[src/afc_defines.svh]
// Purpose: constants of the coprocessor instruction handshake
// Assumes: both ends share clock_i; the controller divides it into the link clock
// Notes: link clock ratio is AFC_DIV_LAST + 1, eight processor cycles per coprocessor cycle
//
// Notes on behaviour
// RULE_01: Instruction and data held until completion sampled
// RULE_02: One writeback or flush pulse per instruction; the controller gives unflushed stores neither
// RULE_03: Coprocessor responses last one link cycle
// RULE_04: Autonomous back-to-back needs 3:1 or 2:1
// RULE_05: Issue first, operands and writeback next cycle
// RULE_06: Registered coprocessor completes cycle after operands
// RULE_07: Controller buffers up to three instructions
// RULE_08: Next-ready flagged; next instruction follows completion
// RULE_09: Combinational coprocessor may complete same cycle
// RULE_10: Loads issue with load flag and size
// RULE_11: Load data forwarded with byte offset
// RULE_12: Quadword load throughput depends on ratio
// RULE_13: Non-autonomous flag issued with instruction
// RULE_14: Registered early confirm: result, then completion
// RULE_15: Combinational early confirm: result same cycle
// RULE_16: Stores are non-autonomous with early confirm; the coprocessor here raises store valid together with completion instead
// RULE_17: Store issues with store, size, non-autonomous flags
// RULE_18: Registered store returns data, valid, completion
// RULE_19: Combinational store response allows one per cycle
// RULE_20: Load data bus qualified by valid
// RULE_21: All handshake outputs low after reset
`ifndef AFC_DEFINES_SVH
`define AFC_DEFINES_SVH

`define AFC_DIV_LAST 3'h7
`define AFC_DIV_HALF 3'h3
`define AFC_DIV_ZERO 3'h0
`define AFC_QDEPTH 3
`define AFC_CNT_ZERO 2'h0

`endif

[src/afc_pkg.sv]
// Purpose: types of the coprocessor instruction handshake
// Assumes: none
// Notes: queue entry layout shared by the controller
package afc_pkg;

  typedef struct packed {
    logic vld;
    logic rdy;
    logic flush;
    logic nonauton;
    logic load;
    logic store;
    logic [2:0] size;
    logic [2:0] user_num;
    logic [31:0] instr;
    logic [31:0] opa;
    logic [31:0] opb;
    logic [127:0] ld_data;
    logic [3:0] ld_off;
  } afc_entry_t;

  typedef enum logic [1:0] {
    AFC_C_IDLE = 2'h0,
    AFC_C_OPER = 2'h1,
    AFC_C_EXEC = 2'h3
  } afc_ctrl_st_t;

  typedef enum logic [1:0] {
    AFC_P_IDLE = 2'h0,
    AFC_P_WAIT = 2'h1,
    AFC_P_RESP = 2'h3,
    AFC_P_CMPL = 2'h2
  } afc_cop_st_t;

endpackage
[src/afc_link_if.sv]
// Purpose: link between instruction controller and fabric coprocessor
// Assumes: ctrl drives the link clock
// Notes: no tristate pins
`timescale 1ns/10ps
interface afc_link_if;
  logic link_clk;
  logic instr_issue;
  logic [31:0] instr_word;
  logic [2:0] user_instr_number;
  logic dec_load_flag;
  logic dec_store_flag;
  logic dec_nonautonomous_flag;
  logic [2:0] ldst_transfer_size;
  logic [31:0] operand_a;
  logic [31:0] operand_b;
  logic [127:0] load_data_bus;
  logic load_data_valid;
  logic [3:0] load_byte_offset;
  logic writeback_permit;
  logic instr_flush;
  logic next_instr_ready;
  logic copro_complete;
  logic copro_result_valid;
  logic [31:0] copro_result;
  logic [127:0] copro_store_data;

  modport ctrl (
    output link_clk, instr_issue, instr_word, user_instr_number, dec_load_flag,
    output dec_store_flag, dec_nonautonomous_flag, ldst_transfer_size, operand_a,
    output operand_b, load_data_bus, load_data_valid, load_byte_offset,
    output writeback_permit, instr_flush, next_instr_ready,
    input copro_complete, copro_result_valid, copro_result, copro_store_data
  );

  modport cop (
    input link_clk, instr_issue, instr_word, user_instr_number, dec_load_flag,
    input dec_store_flag, dec_nonautonomous_flag, ldst_transfer_size, operand_a,
    input operand_b, load_data_bus, load_data_valid, load_byte_offset,
    input writeback_permit, instr_flush, next_instr_ready,
    output copro_complete, copro_result_valid, copro_result, copro_store_data
  );
endinterface

[src/afc_ctrl.sv]
// Purpose: instruction controller end of the coprocessor handshake
// Assumes: clock_i at 125 MHz; coprocessor logic runs on clock_i too
// Notes: link clock is clock_i divided by 8; link steps on the divider wrap
`timescale 1ns/10ps
`include "afc_defines.svh"
module afc_ctrl (
  // Clock and reset
  input wire logic clock_i,
  input wire logic rst_n_i,
  // Instruction push
  input wire logic push_valid_i,
  output logic push_ready_o,
  input wire logic [31:0] push_instr_i,
  input wire logic [2:0] push_user_num_i,
  input wire logic push_nonauton_i,
  input wire logic push_load_i,
  input wire logic push_store_i,
  input wire logic push_flush_i,
  input wire logic [2:0] push_size_i,
  input wire logic [31:0] push_opa_i,
  input wire logic [31:0] push_opb_i,
  // Load data from processor
  input wire logic ld_valid_i,
  input wire logic [127:0] ld_data_i,
  input wire logic [3:0] ld_off_i,
  // Completion toward processor
  output logic cmpl_o,
  output logic res_valid_o,
  output logic [31:0] res_data_o,
  output logic [127:0] store_data_o,
  // Link
  afc_link_if.ctrl link
);
  import afc_pkg::*;

  typedef struct packed {
    logic [2:0] div;
    logic lclk;
    afc_ctrl_st_t st;
    afc_entry_t [`AFC_QDEPTH-1:0] ent;
    logic issue;
    afc_entry_t cur;
    logic ldv;
    logic wb;
    logic flush;
    logic nir;
    logic cmpl;
    logic rv;
    logic [31:0] res;
    logic [127:0] sdata;
  } afc_ctrl_state_t;

  afc_ctrl_state_t q;
  afc_ctrl_state_t d;
  logic pop;
  logic ldhit;
  logic [1:0] cnt;
  afc_entry_t nent;

  always_comb begin
    d = q;
    pop = 1'b0;
    ldhit = 1'b0;
    cnt = `AFC_CNT_ZERO;
    nent = '0;
    d.cmpl = 1'b0;
    d.rv = 1'b0;
    if (q.div == `AFC_DIV_HALF) begin
      d.lclk = 1'b0;
    end
    if (q.div == `AFC_DIV_LAST) begin
      d.div = `AFC_DIV_ZERO;
      d.lclk = 1'b1;
      d.wb = 1'b0;
      d.flush = 1'b0;
      d.ldv = 1'b0;
      d.nir = 1'b0;
      unique case (q.st)
        AFC_C_IDLE: begin
          if (q.ent[0].vld) begin
            d.issue = 1'b1; // RULE_05
            d.cur = q.ent[0]; // RULE_10 RULE_13 RULE_17
            d.st = AFC_C_OPER;
          end
        end
        AFC_C_OPER: begin
          if (q.ent[0].rdy) begin
            d.cur = q.ent[0];
            d.ldv = q.ent[0].load; // RULE_11 RULE_20
            d.flush = q.ent[0].flush; // RULE_02
            d.wb = !q.ent[0].flush && !q.ent[0].store; // RULE_05 RULE_16
            d.st = AFC_C_EXEC;
          end
        end
        AFC_C_EXEC: begin
          d.ldv = q.ldv;
          d.nir = q.ent[1].vld && q.ent[1].rdy; // RULE_08
          if (link.copro_complete || q.flush) begin
            pop = 1'b1; // RULE_01
            d.cmpl = !q.flush;
            d.nir = 1'b0;
            if (link.copro_result_valid) begin
              d.rv = 1'b1;
              d.res = link.copro_result;
              d.sdata = link.copro_store_data;
            end
            if (q.ent[1].vld && q.ent[1].rdy && q.nir) begin
              d.cur = q.ent[1]; // RULE_08 RULE_04 RULE_12 RULE_19
              d.ldv = q.ent[1].load;
              d.flush = q.ent[1].flush;
              d.wb = !q.ent[1].flush && !q.ent[1].store;
            end else if (q.ent[1].vld) begin
              d.cur = q.ent[1];
              d.ldv = 1'b0;
              d.st = AFC_C_OPER;
            end else begin
              d.issue = 1'b0;
              d.ldv = 1'b0;
              d.st = AFC_C_IDLE;
            end
          end else if (link.copro_result_valid) begin
            d.rv = 1'b1; // RULE_14
            d.res = link.copro_result;
          end
        end
        default: begin
          d.issue = 1'b0;
          d.st = AFC_C_IDLE;
        end
      endcase
    end else begin
      d.div = q.div + 3'h1;
    end
    // Queue shift, load fill and push
    if (pop) begin
      for (int i = 0; i < `AFC_QDEPTH - 1; i++) begin
        d.ent[i] = q.ent[i+1];
      end
      d.ent[`AFC_QDEPTH-1] = '0;
    end
    for (int i = 0; i < `AFC_QDEPTH; i++) begin
      if (ld_valid_i && !ldhit && d.ent[i].vld && d.ent[i].load && !d.ent[i].rdy) begin
        ldhit = 1'b1;
        d.ent[i].rdy = 1'b1; // RULE_11
        d.ent[i].ld_data = ld_data_i;
        d.ent[i].ld_off = ld_off_i;
      end
      if (d.ent[i].vld) begin
        cnt = cnt + 2'h1;
      end
    end
    nent.vld = 1'b1;
    nent.rdy = !push_load_i;
    nent.flush = push_flush_i;
    nent.nonauton = push_nonauton_i || push_store_i; // RULE_16
    nent.load = push_load_i;
    nent.store = push_store_i;
    nent.size = push_size_i;
    nent.user_num = push_user_num_i;
    nent.instr = push_instr_i;
    nent.opa = push_opa_i;
    nent.opb = push_opb_i;
    if (push_valid_i && push_ready_o) begin
      d.ent[cnt] = nent; // RULE_07
    end
  end

  always_ff @(posedge clock_i) begin
    if (!rst_n_i) begin
      q <= '0; // RULE_21
    end else begin
      q <= d;
    end
  end

  assign push_ready_o = !q.ent[`AFC_QDEPTH-1].vld; // RULE_07
  assign cmpl_o = q.cmpl;
  assign res_valid_o = q.rv;
  assign res_data_o = q.res;
  assign store_data_o = q.sdata;
  assign link.link_clk = q.lclk;
  assign link.instr_issue = q.issue;
  assign link.instr_word = q.cur.instr;
  assign link.user_instr_number = q.cur.user_num;
  assign link.dec_load_flag = q.issue && q.cur.load;
  assign link.dec_store_flag = q.issue && q.cur.store;
  assign link.dec_nonautonomous_flag = q.issue && q.cur.nonauton;
  assign link.ldst_transfer_size = q.cur.size;
  assign link.operand_a = q.cur.opa;
  assign link.operand_b = q.cur.opb;
  assign link.load_data_bus = q.cur.ld_data;
  assign link.load_data_valid = q.ldv;
  assign link.load_byte_offset = q.cur.ld_off;
  assign link.writeback_permit = q.wb;
  assign link.instr_flush = q.flush;
  assign link.next_instr_ready = q.nir;
endmodule

[src/flat_wrapper.sv]
// flat-port wrapper written by rule: the top's interface ports become plain ports
module afc_ctrl_flat import afc_pkg::*;
  (clock_i, rst_n_i, push_valid_i, push_ready_o, push_instr_i, push_user_num_i, push_nonauton_i, push_load_i, push_store_i, push_flush_i, push_size_i, push_opa_i, push_opb_i, ld_valid_i, ld_data_i, ld_off_i, cmpl_o, res_valid_o, res_data_o, store_data_o, link_link_clk, link_instr_issue, link_instr_word, link_user_instr_number, link_dec_load_flag, link_dec_store_flag, link_dec_nonautonomous_flag, link_ldst_transfer_size, link_operand_a, link_operand_b, link_load_data_bus, link_load_data_valid, link_load_byte_offset, link_writeback_permit, link_instr_flush, link_next_instr_ready, link_copro_complete, link_copro_result_valid, link_copro_result, link_copro_store_data);
  afc_link_if link_i ();
  input wire logic clock_i;
  input wire logic rst_n_i;
  input wire logic push_valid_i;
  output logic push_ready_o;
  input wire logic [31:0] push_instr_i;
  input wire logic [2:0] push_user_num_i;
  input wire logic push_nonauton_i;
  input wire logic push_load_i;
  input wire logic push_store_i;
  input wire logic push_flush_i;
  input wire logic [2:0] push_size_i;
  input wire logic [31:0] push_opa_i;
  input wire logic [31:0] push_opb_i;
  input wire logic ld_valid_i;
  input wire logic [127:0] ld_data_i;
  input wire logic [3:0] ld_off_i;
  output logic cmpl_o;
  output logic res_valid_o;
  output logic [31:0] res_data_o;
  output logic [127:0] store_data_o;
  output wire logic [$bits(link_i.link_clk)-1:0] link_link_clk;
  output wire logic [$bits(link_i.instr_issue)-1:0] link_instr_issue;
  output wire logic [$bits(link_i.instr_word)-1:0] link_instr_word;
  output wire logic [$bits(link_i.user_instr_number)-1:0] link_user_instr_number;
  output wire logic [$bits(link_i.dec_load_flag)-1:0] link_dec_load_flag;
  output wire logic [$bits(link_i.dec_store_flag)-1:0] link_dec_store_flag;
  output wire logic [$bits(link_i.dec_nonautonomous_flag)-1:0] link_dec_nonautonomous_flag;
  output wire logic [$bits(link_i.ldst_transfer_size)-1:0] link_ldst_transfer_size;
  output wire logic [$bits(link_i.operand_a)-1:0] link_operand_a;
  output wire logic [$bits(link_i.operand_b)-1:0] link_operand_b;
  output wire logic [$bits(link_i.load_data_bus)-1:0] link_load_data_bus;
  output wire logic [$bits(link_i.load_data_valid)-1:0] link_load_data_valid;
  output wire logic [$bits(link_i.load_byte_offset)-1:0] link_load_byte_offset;
  output wire logic [$bits(link_i.writeback_permit)-1:0] link_writeback_permit;
  output wire logic [$bits(link_i.instr_flush)-1:0] link_instr_flush;
  output wire logic [$bits(link_i.next_instr_ready)-1:0] link_next_instr_ready;
  input wire logic [$bits(link_i.copro_complete)-1:0] link_copro_complete;
  input wire logic [$bits(link_i.copro_result_valid)-1:0] link_copro_result_valid;
  input wire logic [$bits(link_i.copro_result)-1:0] link_copro_result;
  input wire logic [$bits(link_i.copro_store_data)-1:0] link_copro_store_data;
  assign link_link_clk = link_i.link_clk;
  assign link_instr_issue = link_i.instr_issue;
  assign link_instr_word = link_i.instr_word;
  assign link_user_instr_number = link_i.user_instr_number;
  assign link_dec_load_flag = link_i.dec_load_flag;
  assign link_dec_store_flag = link_i.dec_store_flag;
  assign link_dec_nonautonomous_flag = link_i.dec_nonautonomous_flag;
  assign link_ldst_transfer_size = link_i.ldst_transfer_size;
  assign link_operand_a = link_i.operand_a;
  assign link_operand_b = link_i.operand_b;
  assign link_load_data_bus = link_i.load_data_bus;
  assign link_load_data_valid = link_i.load_data_valid;
  assign link_load_byte_offset = link_i.load_byte_offset;
  assign link_writeback_permit = link_i.writeback_permit;
  assign link_instr_flush = link_i.instr_flush;
  assign link_next_instr_ready = link_i.next_instr_ready;
  assign link_i.copro_complete = link_copro_complete;
  assign link_i.copro_result_valid = link_copro_result_valid;
  assign link_i.copro_result = link_copro_result;
  assign link_i.copro_store_data = link_copro_store_data;
  afc_ctrl u_core (.clock_i(clock_i), .rst_n_i(rst_n_i), .push_valid_i(push_valid_i), .push_ready_o(push_ready_o), .push_instr_i(push_instr_i), .push_user_num_i(push_user_num_i), .push_nonauton_i(push_nonauton_i), .push_load_i(push_load_i), .push_store_i(push_store_i), .push_flush_i(push_flush_i), .push_size_i(push_size_i), .push_opa_i(push_opa_i), .push_opb_i(push_opb_i), .ld_valid_i(ld_valid_i), .ld_data_i(ld_data_i), .ld_off_i(ld_off_i), .cmpl_o(cmpl_o), .res_valid_o(res_valid_o), .res_data_o(res_data_o), .store_data_o(store_data_o), .link(link_i));
endmodule
[config.mk]
export PLATFORM = sky130hd
export DESIGN_NAME = afc_ctrl_flat
export DESIGN_NICKNAME = d
export VERILOG_FILES = /design/src/afc_pkg.sv /design/src/afc_link_if.sv /design/src/afc_ctrl.sv /design/src/flat_wrapper.sv
export VERILOG_INCLUDE_DIRS = /design/src
export SDC_FILE = /design/constraint.sdc
export NUM_CORES = 2
export LEC_CHECK = 0
export BUFFER_PORTS_ARGS = -buffer_cell sky130_fd_sc_hd__buf_2
export CAP_MARGIN = 10
export CORE_ASPECT_RATIO = 0.5
export CORE_MARGIN = 4
export CORE_UTILIZATION = 40
export DETAILED_ROUTE_END_ITERATION = 6
export PLACE_DENSITY_LB_ADDON = 0.05
export RECOVER_POWER = 50
export SLEW_MARGIN = 20
export SYNTH_ARGS = -nofsm -noshare
export SYNTH_HDL_FRONTEND = slang
export SYNTH_SLANG_ARGS = --single-unit
[constraint.sdc]
create_clock -name clock_i -period 6.71 [get_ports clock_i]
set_input_delay 0.671 -clock clock_i [delete_from_list [all_inputs] [get_ports clock_i]]
set_output_delay 0.671 -clock clock_i [all_outputs]
set_load 0.05 [all_outputs]
==> impl_metrics.json <==
{
  "outcome": "finished, violations left",
  "violations": "max-capacitance violations, max-slew violations",
  "ys_warn_count": 0,
  "place.gp.congestion": 0.781,
  "p_clk_share_pct": 43.3,
  "setup_viol": 0,
  "hold_depth": 3,
  "ys_seq_elements": 1130,
  "peakVddDrop_mv": 0.198,
  "end_kind": "flop",
  "ys_types": 49,
  "grt_max_degree": 215,
  "die_area_sq_mm": 0.128,
  "syn_avg_cell_area_sq_um": 8.33,
  "timing.rr.end": "u_core.store_data_o[33]",
  "viasPerCell": 5.69,
  "synth_common_cells": "dfxtp_1 (1,130), nand2_1 (1,048), nor2_1 (593)",
  "hold_path.class": "input port to flop",
  "cp_slowest_cell": "and2_1",
  "drt_iter0_markers": 3614,
  "syn_nets": 6266,
  "cp_common_cell": "ha_1",
  "fp-row-count": 90,
  "grt_pass1_wl_um": 256000,
  "vias": 43172,
  "synthMostInstantiatedCell": "dfxtp_1",
  "syn-instance-count": 5858,
  "fin_crit_ps": 5080,
  "required_ps": 7350,
  "core_sq_mm": 0.121,
  "hpwl_um": 102000,
  "ctsLongestPathBuffers": 3,
  "crit_type": "flop to flop",
  "initial_core_util_pct": 40.4,
  "area_growth_pct": 9.98,
  "final_nets": 6283,
  "max_freq_mhz": 197,
  "ys_top_cells_by_area": "dfxtp_1 (46%), nand2_1 (8.1%), a311oi_1 (6.2%), buf_4 (6.1%), a21oi_1 (4.7%)",
  "ys_seq_area_share_pct": 46.3,
  "cp_cell_sequence": "ha_1, ha_1, o2111a_4, and2_1, buf_4, nand2_1, a21oi_1",
  "rrSetupSlack_ps": 1630,
  "rsz0062_at_grt": "false",
  "synthFlopType": "dfxtp_1",
  "htree_levels": 3,
  "grt_pass1_vias": 40651,
  "crit_buf_inv": 1,
  "clk_transition_reported_paths_ps": 70,
  "worst_slew_pin_slew_ps": 4310,
  "async_flop_share_pct": 0,
  "cts_tree": "yes",
  "pwr-share-seq_pct": 48.8,
  "worstPathMaxFanout": 69,
  "pin_count": 810,
  "r2r-start": "u_core.q[1130]",
  "drive_gt1_share_pct": 12.3,
  "post_cts_buffers": 0,
  "final_util_pct": 44.4,
  "cts_buffers": 108,
  "r2r_cells": 7,
  "whs_endpoint": "u_core.res_data_o[3]",
  "yosysTopAreaCellShare_pct": 46.3,
  "sw_frac_of_total_pct": 25.4,
  "syn_area_sq_mm": 0.0488,
  "holdBufCountCts": 0,
  "wl_um": 172000,
  "post_cts_resized": 0,
  "clock_latency_ps": 720,
  "grt_use_total_pct": 25.2,
  "cts_sinks": 1130,
  "drc_errors": 0,
  "die_y_um": 255,
  "hold_start": "link_copro_result[3]",
  "synth-edff-count": 0,
  "grt-ovfl-total": 0,
  "crit_path_start_kind": "flop",
  "slew_headroom_pct": -187,
  "cp.arrival_ps": 5710,
  "cp_top_family": "simple AND/OR/NAND/NOR gates",
  "finalMaxSlewViolations": 402,
  "p_int_mw": 10.9,
  "ant_nets": 0,
  "die_w_um": 502,
  "drv_cap": 4,
  "portBuffers": 809,
  "finClkSkew_ps": 32.1,
  "min_period_over_period_pct": 75.6,
  "root_buffer": "clkbuf_16",
  "wl_per_cell_um": 22.6,
  "antenna_found_initial": 30,
  "yosys.area.top_type": "dfxtp_1",
  "hold_viol": 0,
  "max_stage_delay_ps": 1990,
  "setup-tns-final_ps": 0,
  "firstDrtPassIters": 6,
  "power-per-cell-area_mw_per_mm2": 273,
  "p_leak_nw": 18.9,
  "pwr-share-comb_pct": 7.9,
  "p_sw_mw": 3.73
}
[area by class of cell]
| type | instances | area [sq um] |
|---|---|---|
| Clock buffer | 164 | 3200 |
| Inverter | 9 | 43.8 |
| Timing Repair Buffer | 871 | 4200 |
| Tap cell | 1610 | 2010 |
| Sequential cell | 1130 | 22600 |
| Fill cell | 12217 | 67100 |
| Antenna cell | 16 | 40.0 |
| Multi-Input combinational cell | 3755 | 21200 |
| Clock inverter | 32 | 400 |
[state kept, by name, summed over array words and instances, names as in the netlist]
signal                          cells
u_core.cmpl_o                       1
u_core.link.instr_flush             1
u_core.link.instr_issue             1
u_core.link.instr_word             32
u_core.link.ldst_transfer_size      3
u_core.link.link_clk                1
u_core.link.load_byte_offset        4
u_core.link.load_data_bus         128
u_core.link.load_data_valid         1
u_core.link.next_instr_ready        1
u_core.link.operand_a              32
u_core.link.operand_b              32
u_core.link.user_instr_number       3
u_core.link.writeback_permit        1
u_core.q                          728
u_core.res_data_o                  32
u_core.res_valid_o                  1
u_core.store_data_o               128
[metal layers]
layer	vias to the layer above	GRT usage, %	routed length [um]
li1	20281	-	-
met1	21451	33.6	75000
met2	1215	42.9	84400
met4	4	6.37	3500
met5	-	0	23
met3	221	3.89	8710
[cell usage in the layout, fill, tap and decap left out, types with 2 or more instances in the layout]
cell and instances:
a211oi_1 53, a211oi_2 80, a21oi_1 458, a221oi_1 237
a22o_1 79, a311oi_1 344, a41oi_1 2, and2_1 4
and3_1 4, and3b_1 2, and4b_1 2, buf_12 16
buf_2 401, buf_4 41, buf_6 2, bufinv_16 8
clkbuf_1 440, clkbuf_16 110, clkbuf_8 24, clkinv_2 19
dfxtp_1 1129, diode_2 16, ha_1 4, inv_1 7
inv_6 3, mux2i_1 135, nand2_1 1044, nand2_4 4
nand2b_1 134, nand3_1 160, nor2_1 592, nor3_1 244
o2111ai_4 2, o21a_1 5, o21ai_0 138, or4_4 2
[cells by family (layout without fill, tap and decap cells)]
logic type | after synthesis | in the layout | share of synthesized area, %
muxes | 137 | 137 | 2.81
adders and majority gates | 4 | 4 | 0.103
other | 0 | 16 | 0
DFF | 1130 | 1130 | 46.3
buffers and inverters | 973 | 1076 | 10.7
AOI/OAI and AO/OA | 1408 | 1408 | 21.2
and+or+nand+nor | 2206 | 2206 | 18.9
[worst register-to-register path, cell delays in order (launching register included)]
cell and delay [ps]:
dfxtp_1 340, ha_1 170, ha_1 550, o2111a_4 760, and2_1 2020, buf_4 810
nand2_1 200, a21oi_1 140
[how the worst max path moves through the flow]
stage	startpoint	endpoint	slack [ps]	depth (start not counted)
finish	u_core.q[1130]	u_core.store_data_o[33]	1630	7
global route	u_core.q[1130]	u_core.store_data_o[33]	1080	7
CTS	u_core.q[1130]	u_core.q[501]	1860	11
detailed placement	u_core.q[1130]	u_core.q[501]	1880	11
global placement	u_core.q[1130]	u_core.q[468]	2010	11
floorplan	u_core.link.instr_flush	u_core.q[700]	3020	13
[metrics by stage]
step	setup WS [ps]	std cells	power [mW]	hold WS, ps	area [sq um]
floorplan	3020	5858	7.96	398	48800
global placement	2010	7374	8.41	423	50600
detailed placement	1880	7374	8.45	422	50600
CTS	1860	7570	14.8	125	54200
global route	1080	7580	15.2	142	53700
finish	1630	7587	14.7	192	53700
[power by group through the flow]
stage	logic [mW]	registers, mW	clock network, mW
detailed placement	1.15	7.30	0
CTS	1.15	7.15	6.52
global route	1.26	7.18	6.78
global placement	1.12	7.29	0
finish	1.15	7.16	6.35
floorplan	0.722	7.24	0
Note: power is estimated with default switching activity, not from simulation.
